--- src/reload_timers_regs.svh ---
// Register offsets, field positions, reset values and rate constants
// Assumes a 100 MHz system clock and byte-wide register access
`ifndef RELOAD_TIMERS_REGS_SVH
`define RELOAD_TIMERS_REGS_SVH

`define ADDR_B_CTRL 8'h19
`define ADDR_B_RLD_HI 8'h1a
`define ADDR_B_RLD_LO 8'h1b
`define ADDR_B_CNT_HI 8'h1c
`define ADDR_B_CNT_LO 8'h1d
`define ADDR_C_CTRL 8'h1e
`define ADDR_C_RLD_HI 8'h1f
`define ADDR_C_RLD_LO 8'h20
`define ADDR_C_CNT_HI 8'h21
`define ADDR_C_CNT_LO 8'h22
`define ADDR_IRQ_STATUS 8'h40
`define ADDR_IRQ_MASK 8'h41
`define ADDR_COMMAND 8'h42

`define CTRL_STOP_RX_BIT 7
`define CTRL_START_MSB 5
`define CTRL_START_LSB 4
`define CTRL_AUTO_BIT 3
`define CTRL_CLK_MSB 1
`define CTRL_CLK_LSB 0

`define CMD_STOP_OFS 2

`define RST_CTRL 6'h00
`define RST_RELOAD 8'h00
`define RST_BYTE 8'h00

`define SYS_CLK_HZ 100000000
`define FAST_CLK_HZ 13560000
`define SLOW_C_CLK_HZ 211875
`define SLOW_B_CLK_HZ 212000
`define ACC_BITS 24
`define TICK_STEP(hz) 24'((64'(hz) << `ACC_BITS) / 64'(`SYS_CLK_HZ))

`endif

--- src/reload_timers_pkg.sv ---
// Types shared by the reload timer block
// Assumes the offsets and fields of reload_timers_regs.svh
package reload_timers_pkg;

  typedef enum logic [1:0] {
    START_NONE = 2'b00,
    START_TX_END = 2'b01,
    START_TRIM = 2'b10,
    START_TRIM_UF = 2'b11
  } start_mode_t;

  typedef enum logic [1:0] {
    CLK_FAST = 2'b00,
    CLK_SLOW = 2'b01,
    CLK_T0_UF = 2'b10,
    CLK_T1_UF = 2'b11
  } clk_sel_t;

  typedef struct packed {
    logic stop_on_receive;
    start_mode_t start_mode;
    logic auto_reload_enable;
    clk_sel_t count_clock_select;
  } timer_ctrl_t;

endpackage

--- src/tick_divider.sv ---
// Fractional rate divider making one-cycle tick enables
// Assumes the 100 MHz system clock; STEP = rate * 2^24 / clock
`include "reload_timers_regs.svh"
module tick_divider #(
  parameter logic [`ACC_BITS-1:0] STEP = `TICK_STEP(`FAST_CLK_HZ)
) (
  input wire logic i_clk,
  input wire logic i_rstn,
  output logic o_tick
);
  logic [`ACC_BITS-1:0] acc_ff;
  logic [`ACC_BITS:0] nxt_sum;

  assign nxt_sum = {1'b0, acc_ff} + {1'b0, STEP};

  always_ff @(posedge i_clk or negedge i_rstn)
  begin
    if (!i_rstn)
    begin
      acc_ff <= '0;
      o_tick <= 1'b0;
    end
    else
    begin
      acc_ff <= nxt_sum[`ACC_BITS-1:0];
      o_tick <= nxt_sum[`ACC_BITS];
    end
  end
endmodule // tick_divider

--- src/reload_countdown_timers.sv ---
// Two 16-bit reload down-counters (timer b, timer c) with register port
// Assumes same-clock event inputs; the oscillator pin is asynchronous
//
// Operation
// - A start event loads the counter with the high and low reload bytes joined.
// - Writing a reload byte leaves a running count alone until the next start, or until an auto reload at zero.
// - The live count is read as separate high and low bytes.
// - With stop-on-receive set the timer halts once the first 4 bits arrive.
// - In trimming modes stop-on-receive has no effect.
// - Start mode 00 never starts by itself; 01 starts at end of transmission.
// - Start modes 10 and 11 trim against the oscillator, starting and stopping on rising edges.
// - With auto reload set the timer reloads and continues on each zero, except in start mode 10, where it stops at zero.
// - With auto reload clear the timer stops at zero until the next start.
// - Each underflow sets the timer's interrupt request flag.
// - Clock select 00 counts at 13.56 MHz and 01 at the slow rate.
// - Clock select 10 and 11 count underflows of the outer timers zero and one.
// - Timer c is a 16-bit down-counter readable as high and low bytes.
// - Timer b has the same control fields, its slow rate being 212 kHz.
`include "reload_timers_regs.svh"
module reload_countdown_timers (
  input wire logic i_clk,
  input wire logic i_rstn,
  input wire logic [7:0] i_addr,
  input wire logic [7:0] i_wdata,
  input wire logic i_wr,
  input wire logic i_rd,
  input wire logic i_tx_end,
  input wire logic i_rx_first4,
  input wire logic i_lfo,
  input wire logic i_t0_underflow,
  input wire logic i_t1_underflow,
  output logic [7:0] o_rdata,
  output logic o_irq
);
  // ----------------------------------------
  // Helpers
  // ----------------------------------------
  function automatic reload_timers_pkg::timer_ctrl_t byte_to_ctrl(
    input logic [7:0] b
  );
    reload_timers_pkg::timer_ctrl_t c;
    c.stop_on_receive = b[`CTRL_STOP_RX_BIT];
    c.start_mode =
      reload_timers_pkg::start_mode_t'(b[`CTRL_START_MSB:`CTRL_START_LSB]);
    c.auto_reload_enable = b[`CTRL_AUTO_BIT];
    c.count_clock_select =
      reload_timers_pkg::clk_sel_t'(b[`CTRL_CLK_MSB:`CTRL_CLK_LSB]);
    byte_to_ctrl = c;
  endfunction

  function automatic logic [7:0] ctrl_to_byte(
    input reload_timers_pkg::timer_ctrl_t c
  );
    // Reserved bits 6 and 2 stay zero
    ctrl_to_byte = {c.stop_on_receive, 1'b0, c.start_mode,
                    c.auto_reload_enable, 1'b0, c.count_clock_select};
  endfunction

  function automatic logic pick_tick(
    input reload_timers_pkg::clk_sel_t s,
    input logic fast,
    input logic slow,
    input logic uf0,
    input logic uf1
  );
    case (s)
      reload_timers_pkg::CLK_FAST: pick_tick = fast;
      reload_timers_pkg::CLK_SLOW: pick_tick = slow;
      reload_timers_pkg::CLK_T0_UF: pick_tick = uf0;
      reload_timers_pkg::CLK_T1_UF: pick_tick = uf1;
      default: pick_tick = 1'b0;
    endcase
  endfunction

  localparam logic [7:0] CTRL_ADDR [2] = '{`ADDR_B_CTRL, `ADDR_C_CTRL};
  localparam logic [7:0] RHI_ADDR [2] = '{`ADDR_B_RLD_HI, `ADDR_C_RLD_HI};
  localparam logic [7:0] RLO_ADDR [2] = '{`ADDR_B_RLD_LO, `ADDR_C_RLD_LO};

  // ----------------------------------------
  // Tick dividers
  // ----------------------------------------
  logic tick_fast;
  logic tick_slow [2];

  tick_divider #(
    .STEP(`TICK_STEP(`FAST_CLK_HZ))
  ) u_fast_div (
    .i_clk(i_clk),
    .i_rstn(i_rstn),
    .o_tick(tick_fast)
  );

  tick_divider #(
    .STEP(`TICK_STEP(`SLOW_B_CLK_HZ))
  ) u_slow_b_div (
    .i_clk(i_clk),
    .i_rstn(i_rstn),
    .o_tick(tick_slow[0])
  );

  tick_divider #(
    .STEP(`TICK_STEP(`SLOW_C_CLK_HZ))
  ) u_slow_c_div (
    .i_clk(i_clk),
    .i_rstn(i_rstn),
    .o_tick(tick_slow[1])
  );

  // ----------------------------------------
  // Oscillator pin sync and edge
  // ----------------------------------------
  logic lfo_meta_ff;
  logic lfo_sync_ff;
  logic lfo_prev_ff;
  logic lfo_rise;

  always_ff @(posedge i_clk or negedge i_rstn)
  begin
    if (!i_rstn)
    begin
      lfo_meta_ff <= 1'b0;
      lfo_sync_ff <= 1'b0;
      lfo_prev_ff <= 1'b0;
    end
    else
    begin
      lfo_meta_ff <= i_lfo;
      lfo_sync_ff <= lfo_meta_ff;
      lfo_prev_ff <= lfo_sync_ff;
    end
  end

  assign lfo_rise = lfo_sync_ff & ~lfo_prev_ff;

  // ----------------------------------------
  // Configuration registers
  // ----------------------------------------
  reload_timers_pkg::timer_ctrl_t ctrl_ff [2];
  logic [7:0] rld_hi_ff [2];
  logic [7:0] rld_lo_ff [2];
  logic [1:0] mask_ff;
  logic cmd_wr;

  assign cmd_wr = i_wr && (i_addr == `ADDR_COMMAND);

  always_ff @(posedge i_clk or negedge i_rstn)
  begin
    if (!i_rstn)
    begin
      for (int t = 0; t < 2; t++)
      begin
        ctrl_ff[t] <= `RST_CTRL;
        rld_hi_ff[t] <= `RST_RELOAD;
        rld_lo_ff[t] <= `RST_RELOAD;
      end
    end
    else if (i_wr)
    begin
      for (int t = 0; t < 2; t++)
      begin
        if (i_addr == CTRL_ADDR[t])
          ctrl_ff[t] <= byte_to_ctrl(i_wdata);
        // only the holding byte changes here
        if (i_addr == RHI_ADDR[t])
          rld_hi_ff[t] <= i_wdata;
        if (i_addr == RLO_ADDR[t])
          rld_lo_ff[t] <= i_wdata;
      end
    end
  end

  always_ff @(posedge i_clk or negedge i_rstn)
  begin
    if (!i_rstn)
      mask_ff <= 2'h0;
    else if (i_wr && (i_addr == `ADDR_IRQ_MASK))
      mask_ff <= i_wdata[1:0];
  end

  // ----------------------------------------
  // Countdown timers
  // ----------------------------------------
  logic [15:0] count_ff [2];
  logic [15:0] reload_val [2];
  logic [1:0] running_ff;
  logic [1:0] uf_ff;
  logic [1:0] tick;
  logic [1:0] start_ev;
  logic [1:0] stop_ev;
  logic [1:0] at_zero;
  logic [1:0] trim;
  logic [1:0] trim_no_uf;

  for (genvar t = 0; t < 2; t++)
  begin : g_timer
    // reload value is both bytes joined
    assign reload_val[t] = {rld_hi_ff[t], rld_lo_ff[t]};
    assign trim[t] = ctrl_ff[t].start_mode[1];
    assign trim_no_uf[t] = ctrl_ff[t].start_mode == reload_timers_pkg::START_TRIM;
    assign at_zero[t] = count_ff[t] == 16'h0000;
    assign tick[t] = pick_tick(ctrl_ff[t].count_clock_select, tick_fast,
                               tick_slow[t], i_t0_underflow, i_t1_underflow);
    assign start_ev[t] = (cmd_wr && i_wdata[t])
      || (ctrl_ff[t].start_mode == reload_timers_pkg::START_TX_END && i_tx_end)
      || (trim[t] && lfo_rise && !running_ff[t]);
    assign stop_ev[t] = (cmd_wr && i_wdata[t+`CMD_STOP_OFS])
      || (trim[t] && lfo_rise && running_ff[t])
      || (!trim[t] && ctrl_ff[t].stop_on_receive && i_rx_first4);

    always_ff @(posedge i_clk or negedge i_rstn)
    begin
      if (!i_rstn)
        count_ff[t] <= 16'h0000;
      else if (start_ev[t])
        count_ff[t] <= reload_val[t];
      else if (running_ff[t] && !stop_ev[t] && tick[t])
      begin
        if (at_zero[t] && ctrl_ff[t].auto_reload_enable && !trim_no_uf[t])
          count_ff[t] <= reload_val[t];
        else if (!at_zero[t])
          count_ff[t] <= count_ff[t] - 16'h0001;
      end
    end

    always_ff @(posedge i_clk or negedge i_rstn)
    begin
      if (!i_rstn)
        running_ff[t] <= 1'b0;
      else if (start_ev[t])
        running_ff[t] <= 1'b1;
      else if (stop_ev[t])
        running_ff[t] <= 1'b0;
      // halt at zero without auto reload
      else if (tick[t] && at_zero[t]
               && (!ctrl_ff[t].auto_reload_enable || trim_no_uf[t]))
        running_ff[t] <= 1'b0;
    end

    // underflow pulse, none in trimming without underflow
    always_ff @(posedge i_clk or negedge i_rstn)
    begin
      if (!i_rstn)
        uf_ff[t] <= 1'b0;
      else
        uf_ff[t] <= running_ff[t] && tick[t] && at_zero[t]
                    && !trim_no_uf[t] && !start_ev[t] && !stop_ev[t];
    end
  end

  // ----------------------------------------
  // Interrupt status
  // ----------------------------------------
  logic [1:0] status_ff;
  logic [1:0] nxt_status;

  always_comb
  begin
    nxt_status = status_ff;
    if (i_wr && (i_addr == `ADDR_IRQ_STATUS))
      nxt_status = status_ff & ~i_wdata[1:0];
    nxt_status = nxt_status | uf_ff;
  end

  always_ff @(posedge i_clk or negedge i_rstn)
  begin
    if (!i_rstn)
    begin
      status_ff <= 2'h0;
      o_irq <= 1'b0;
    end
    else
    begin
      status_ff <= nxt_status;
      o_irq <= |(nxt_status & mask_ff);
    end
  end

  // ----------------------------------------
  // Read port
  // ----------------------------------------
  always_ff @(posedge i_clk or negedge i_rstn)
  begin
    if (!i_rstn)
      o_rdata <= `RST_BYTE;
    else if (!i_rd)
      o_rdata <= `RST_BYTE;
    else
    begin
      case (i_addr)
        `ADDR_B_CTRL: o_rdata <= ctrl_to_byte(ctrl_ff[0]);
        `ADDR_B_RLD_HI: o_rdata <= rld_hi_ff[0];
        `ADDR_B_RLD_LO: o_rdata <= rld_lo_ff[0];
        `ADDR_B_CNT_HI: o_rdata <= count_ff[0][15:8];
        `ADDR_B_CNT_LO: o_rdata <= count_ff[0][7:0];
        `ADDR_C_CTRL: o_rdata <= ctrl_to_byte(ctrl_ff[1]);
        `ADDR_C_RLD_HI: o_rdata <= rld_hi_ff[1];
        `ADDR_C_RLD_LO: o_rdata <= rld_lo_ff[1];
        `ADDR_C_CNT_HI: o_rdata <= count_ff[1][15:8];
        `ADDR_C_CNT_LO: o_rdata <= count_ff[1][7:0];
        `ADDR_IRQ_STATUS: o_rdata <= {6'h00, status_ff};
        `ADDR_IRQ_MASK: o_rdata <= {6'h00, mask_ff};
        `ADDR_COMMAND: o_rdata <= {6'h00, running_ff};
        default: o_rdata <= `RST_BYTE;
      endcase
    end
  end

  for (genvar t = 0; t < 2; t++)
  begin : g_chk

  end
endmodule // reload_countdown_timers

--- config.mk ---
export PLATFORM = sky130hd
export DESIGN_NAME = reload_countdown_timers
export DESIGN_NICKNAME = d
export VERILOG_FILES = /design/src/reload_timers_pkg.sv /design/src/tick_divider.sv /design/src/reload_countdown_timers.sv
export VERILOG_INCLUDE_DIRS = /design/src
export SDC_FILE = /design/constraint.sdc
export NUM_CORES = 1
export LEC_CHECK = 0
export ABC_AREA = 0
export BUFFER_PORTS_ARGS = -buffer_cell sky130_fd_sc_hd__buf_2
export CAP_MARGIN = 10
export CORE_MARGIN = 3
export CORE_UTILIZATION = 26
export DETAILED_ROUTE_END_ITERATION = 10
export HOLD_SLACK_MARGIN = 0.12
export PLACE_DENSITY = 0.43
export SLEW_MARGIN = 20
export SYNTH_ARGS = -nofsm -noshare
export SYNTH_HDL_FRONTEND = slang
export SYNTH_SLANG_ARGS = --single-unit
--- constraint.sdc ---
create_clock -name i_clk -period 2.9 [get_ports i_clk]
set_input_delay 0.145 -clock i_clk [delete_from_list [all_inputs] [get_ports i_clk]]
set_output_delay 0.145 -clock i_clk [all_outputs]
set_load 0.02 [all_outputs]
==> impl_metrics.csv <==
group,metric,value,unit
cts,htree_levels,4,
detailed_routing,viasPerCell,4.95,
grt,grt_max_degree,61,
timing,setup_viol_count_final,0,
cts,cts_buffers,17,
logic_synthesis,synth_edf_count,0,
cts,cts_tree,"done",
logic_synthesis,yosysWarnings,0,
detailed_routing,drt_iter0_markers,411,
timing,slew_violations,0,
detailed_routing,wire_per_inst,17.9,µm
placement,dp_hpwl,17.2,mm
power,power,5.80,mW
floorplan,dieArea,0.0352,mm²
floorplan,rows,65,
cells_and_area,area_growth_syn_to_layout,17.9,%
grt,grt_pass1_vias,6707,
timing,rsz0062_at_grt,"no",
placement,portBuffers,33,
cells_and_area,final_nets,918,
logic_synthesis,synthXorXnorAreaFrac,6.23,%
detailed_routing,postRouteAntennaNets,0,
critical_path,path_buf_inv,1,
critical_path,crit_fanout,18,
logic_synthesis,synth_seq_cells,169,
critical_path,crit_required,3.22,ns
critical_path,critPathKind,"flop to flop",
timing,worstMarginPinSlew,0.809,ns
critical_path,end_kind,"flop",
grt,grt_usage,14.1,%
critical_path,arrival,3.03,ns
floorplan,core,0.0320,mm²
power,ir_worst_vdd,0.410,mV
cells_and_area,drive_gt1_share,18.5,%
critical_path,path_cells,"or4_1, or4_4, o31a_1, a21boi_4, buf_12, a21oi_1, o22a_1",
critical_path,r2r_setup_slack,0.19,ns
logic_synthesis,synth.cell_area,0.00858,mm²
logic_synthesis,yosys.cell_types.count,73,
logic_synthesis,syn-instance-count,824,
logic_synthesis,synth_top_family_by_area,"compound AO/OA/AOI/OAI gates",
critical_path,critPathSlowestCell,"or4_1",
detailed_routing,routed_wl,23.8,mm
floorplan,design.portCount,34,
grt,grt.overflow.total,0,
critical_path,cp.depth,7,
floorplan,die_y,188,µm
timing,max_freq,0.369,GHz
job,maxCapViolCount,0,
critical_path,worstSetupStartpointType,"flop",
timing,skew,0.0138,ns
logic_synthesis,synthAdderAreaFrac,1.02,%
grt,antenna_found_initial,3,
power,leakagePower,4.35,nW
status,outcome,"complete, no violations",
logic_synthesis,synth.mux.area_fraction,9.64,%
critical_path,path_delay_family,"simple AND/OR/NAND/NOR gates",
cts,clock_latency,0.44,ns
timing,final.min_clock_period,2.71,ns
cts,max-clock-path-buffers,2,
critical_path,cpPeakStageDelay,0.62,ns
logic_synthesis,avgSynthCellArea,10.4,µm²
timing,slew_headroom,45.6,%
critical_path,r2r_cells,7,
power,p_per_area,574,mW/mm²
logic_synthesis,synth_simple_gate_area_share,14.6,%
cts,path_clk_slew,0.07,ns
hold_path,min_path_cells,3,
hold_path,worstHoldPathType,"primary input to flop",
logic_synthesis,ys.flop_type,"dfrtp_1",
grt,grt_pass1_wl,39.1,mm
detailed_routing,drc,0,
logic_synthesis,synth_compound_area_share,16.4,%
detailed_routing,vias,6603,
timing,hold_viol,0,
cells_and_area,antennaDiodeCount,0,
detailed_routing,firstDrtPassIters,6,
logic_synthesis,async_flop_share,100,%
cells_and_area,mostFrequentLayoutCells,"dfrtp_1 (169), nand2_1 (66), nor2_1 (51), mux2_2 (49), a21oi_1 (46)",
cells_and_area,final_common_cell,"dfrtp_1",
cts,cts_root_buffer,"clkbuf_16",
logic_synthesis,ys_seq_area_share,49.3,%
timing,period_share,93.5,%
timing,setup_tns,0,ns
logic_synthesis,synth_fp_nets,856,
floorplan,fp.dieW,188,µm
cts,clock_sinks,169,
floorplan,initial_core_util,26.8,%
placement,globalplace.congestion,0.870,
timing repair:
item                                   in CTS  in global routing
hold buffers                                6                  0
endpoints found under the hold margin      70                  0
setup endpoints to repair                   0                  1
resized for setup                           0                  1
setup buffers                               0                  0
cell usage after synthesis, drive strengths merged, types with 5 or more instances:
cell type | instances | area share, %
dfrtp | 169 | 49
nand2 | 66 | 2.9
nor2 | 51 | 2.2
mux2 | 49 | 6.4
a21oi | 47 | 2.8
o21ai | 46 | 2.7
nand3 | 33 | 1.9
xnor2 | 32 | 3.3
inv | 29 | 1.3
xor2 | 29 | 3.0
clkbuf | 23 | 1.0
mux2i | 23 | 2.7
a22oi | 18 | 1.6
nor3 | 17 | 0.99
nand2b | 10 | 0.73
a31oi | 9 | 0.66
and3 | 9 | 0.66
o22a | 9 | 0.92
or3 | 9 | 0.66
a22o | 8 | 0.82
buf | 8 | 0.54
nor2b | 8 | 0.58
nor4 | 8 | 0.76
and2 | 7 | 0.51
ha | 7 | 1.0
a21boi | 6 | 0.66
a221oi | 6 | 0.69
o2bb2a | 6 | 0.70
o22ai | 5 | 0.36
or4 | 5 | 0.48
sequential cells by signal (all words and copies together) (netlist names), 2 cells and up:
register / cells
mask_ff: 2
u_slow_b_div.acc_ff: 24
o_rdata: 8
status_ff: 2
ctrl_ff: 12
running_ff: 2
u_fast_div.acc_ff: 23
reload_val: 32
uf_ff: 2
count_ff: 32
u_slow_c_div.acc_ff: 23
worst register-to-register path: stages, from the launching register on:
cell and delay [ns]:
dfrtp_1 0.43, or4_1 0.62, or4_4 0.48, o31a_1 0.36, a21boi_4 0.29, buf_12 0.19, a21oi_1 0.05, o22a_1 0.18
cells by family (layout without fill, tap and decap cells):
kind of cell	after synthesis	count (layout)
xor+xnor	61	61
buf+inv	60	135
simple gates	248	248
compound gates	205	205
mux	74	74
flops	169	169
fa+ha+maj	7	7
report_power, final:
part	leakage (nW)	total, mW	internal [mW]	switching, mW
Sequential	2.08	2.71	2.51	0.203
Combinational	1.98	0.794	0.319	0.475
Clock	0.292	2.30	1.29	1.01
Total	4.35	5.80	4.12	1.69
routing by layer:
metal  part of all wire, %  wire length (µm)  vias up  global-route usage (%)
met5                  0.17                41        -                       0
met3                   5.4              1290       37                    3.51
met2                    46             10900      162                    21.6
met1                    47             11100     3260                    19.3
met4                   2.3               537        6                    4.76
li1                      -                 -     3138                       -
path summary, 6_finish.rpt:
check | from | end
worst min register to register | lfo_meta_ff | lfo_sync_ff
worst min-delay path | i_wdata[0] | status_ff[0]
worst max-delay path | count_ff[8] | count_ff[2]
min in group asynchronous | i_rstn | u_fast_div.acc_ff[6]
max in group asynchronous | i_rstn | u_slow_b_div.acc_ff[22]
worst max register to register | count_ff[8] | count_ff[2]
area by class of cell:
class | count | area, µm²
tap | 435 | 544
clock buffer | 21 | 480
fill | 3373 | 21900
multi-input combinational | 595 | 4120
timing repair buffer | 74 | 519
clock inverter | 11 | 111
inverter | 29 | 109
sequential | 169 | 4230
per-stage QoR:
step	hold WS (ns)	std cells	area [µm²]	setup slack (ns)	util, %
after floorplan	-0.151	824	8580	0.352	-
after global placement	0.140	1296	9450	0.261	29.5
after detailed placement	0.142	1296	9450	0.229	29.5
after CTS	0.130	1334	10100	0.220	31.5
after global routing	0.149	1334	10100	0.0363	31.6
final	0.147	1334	10100	0.188	31.6
(Power assumes the default switching activity.)
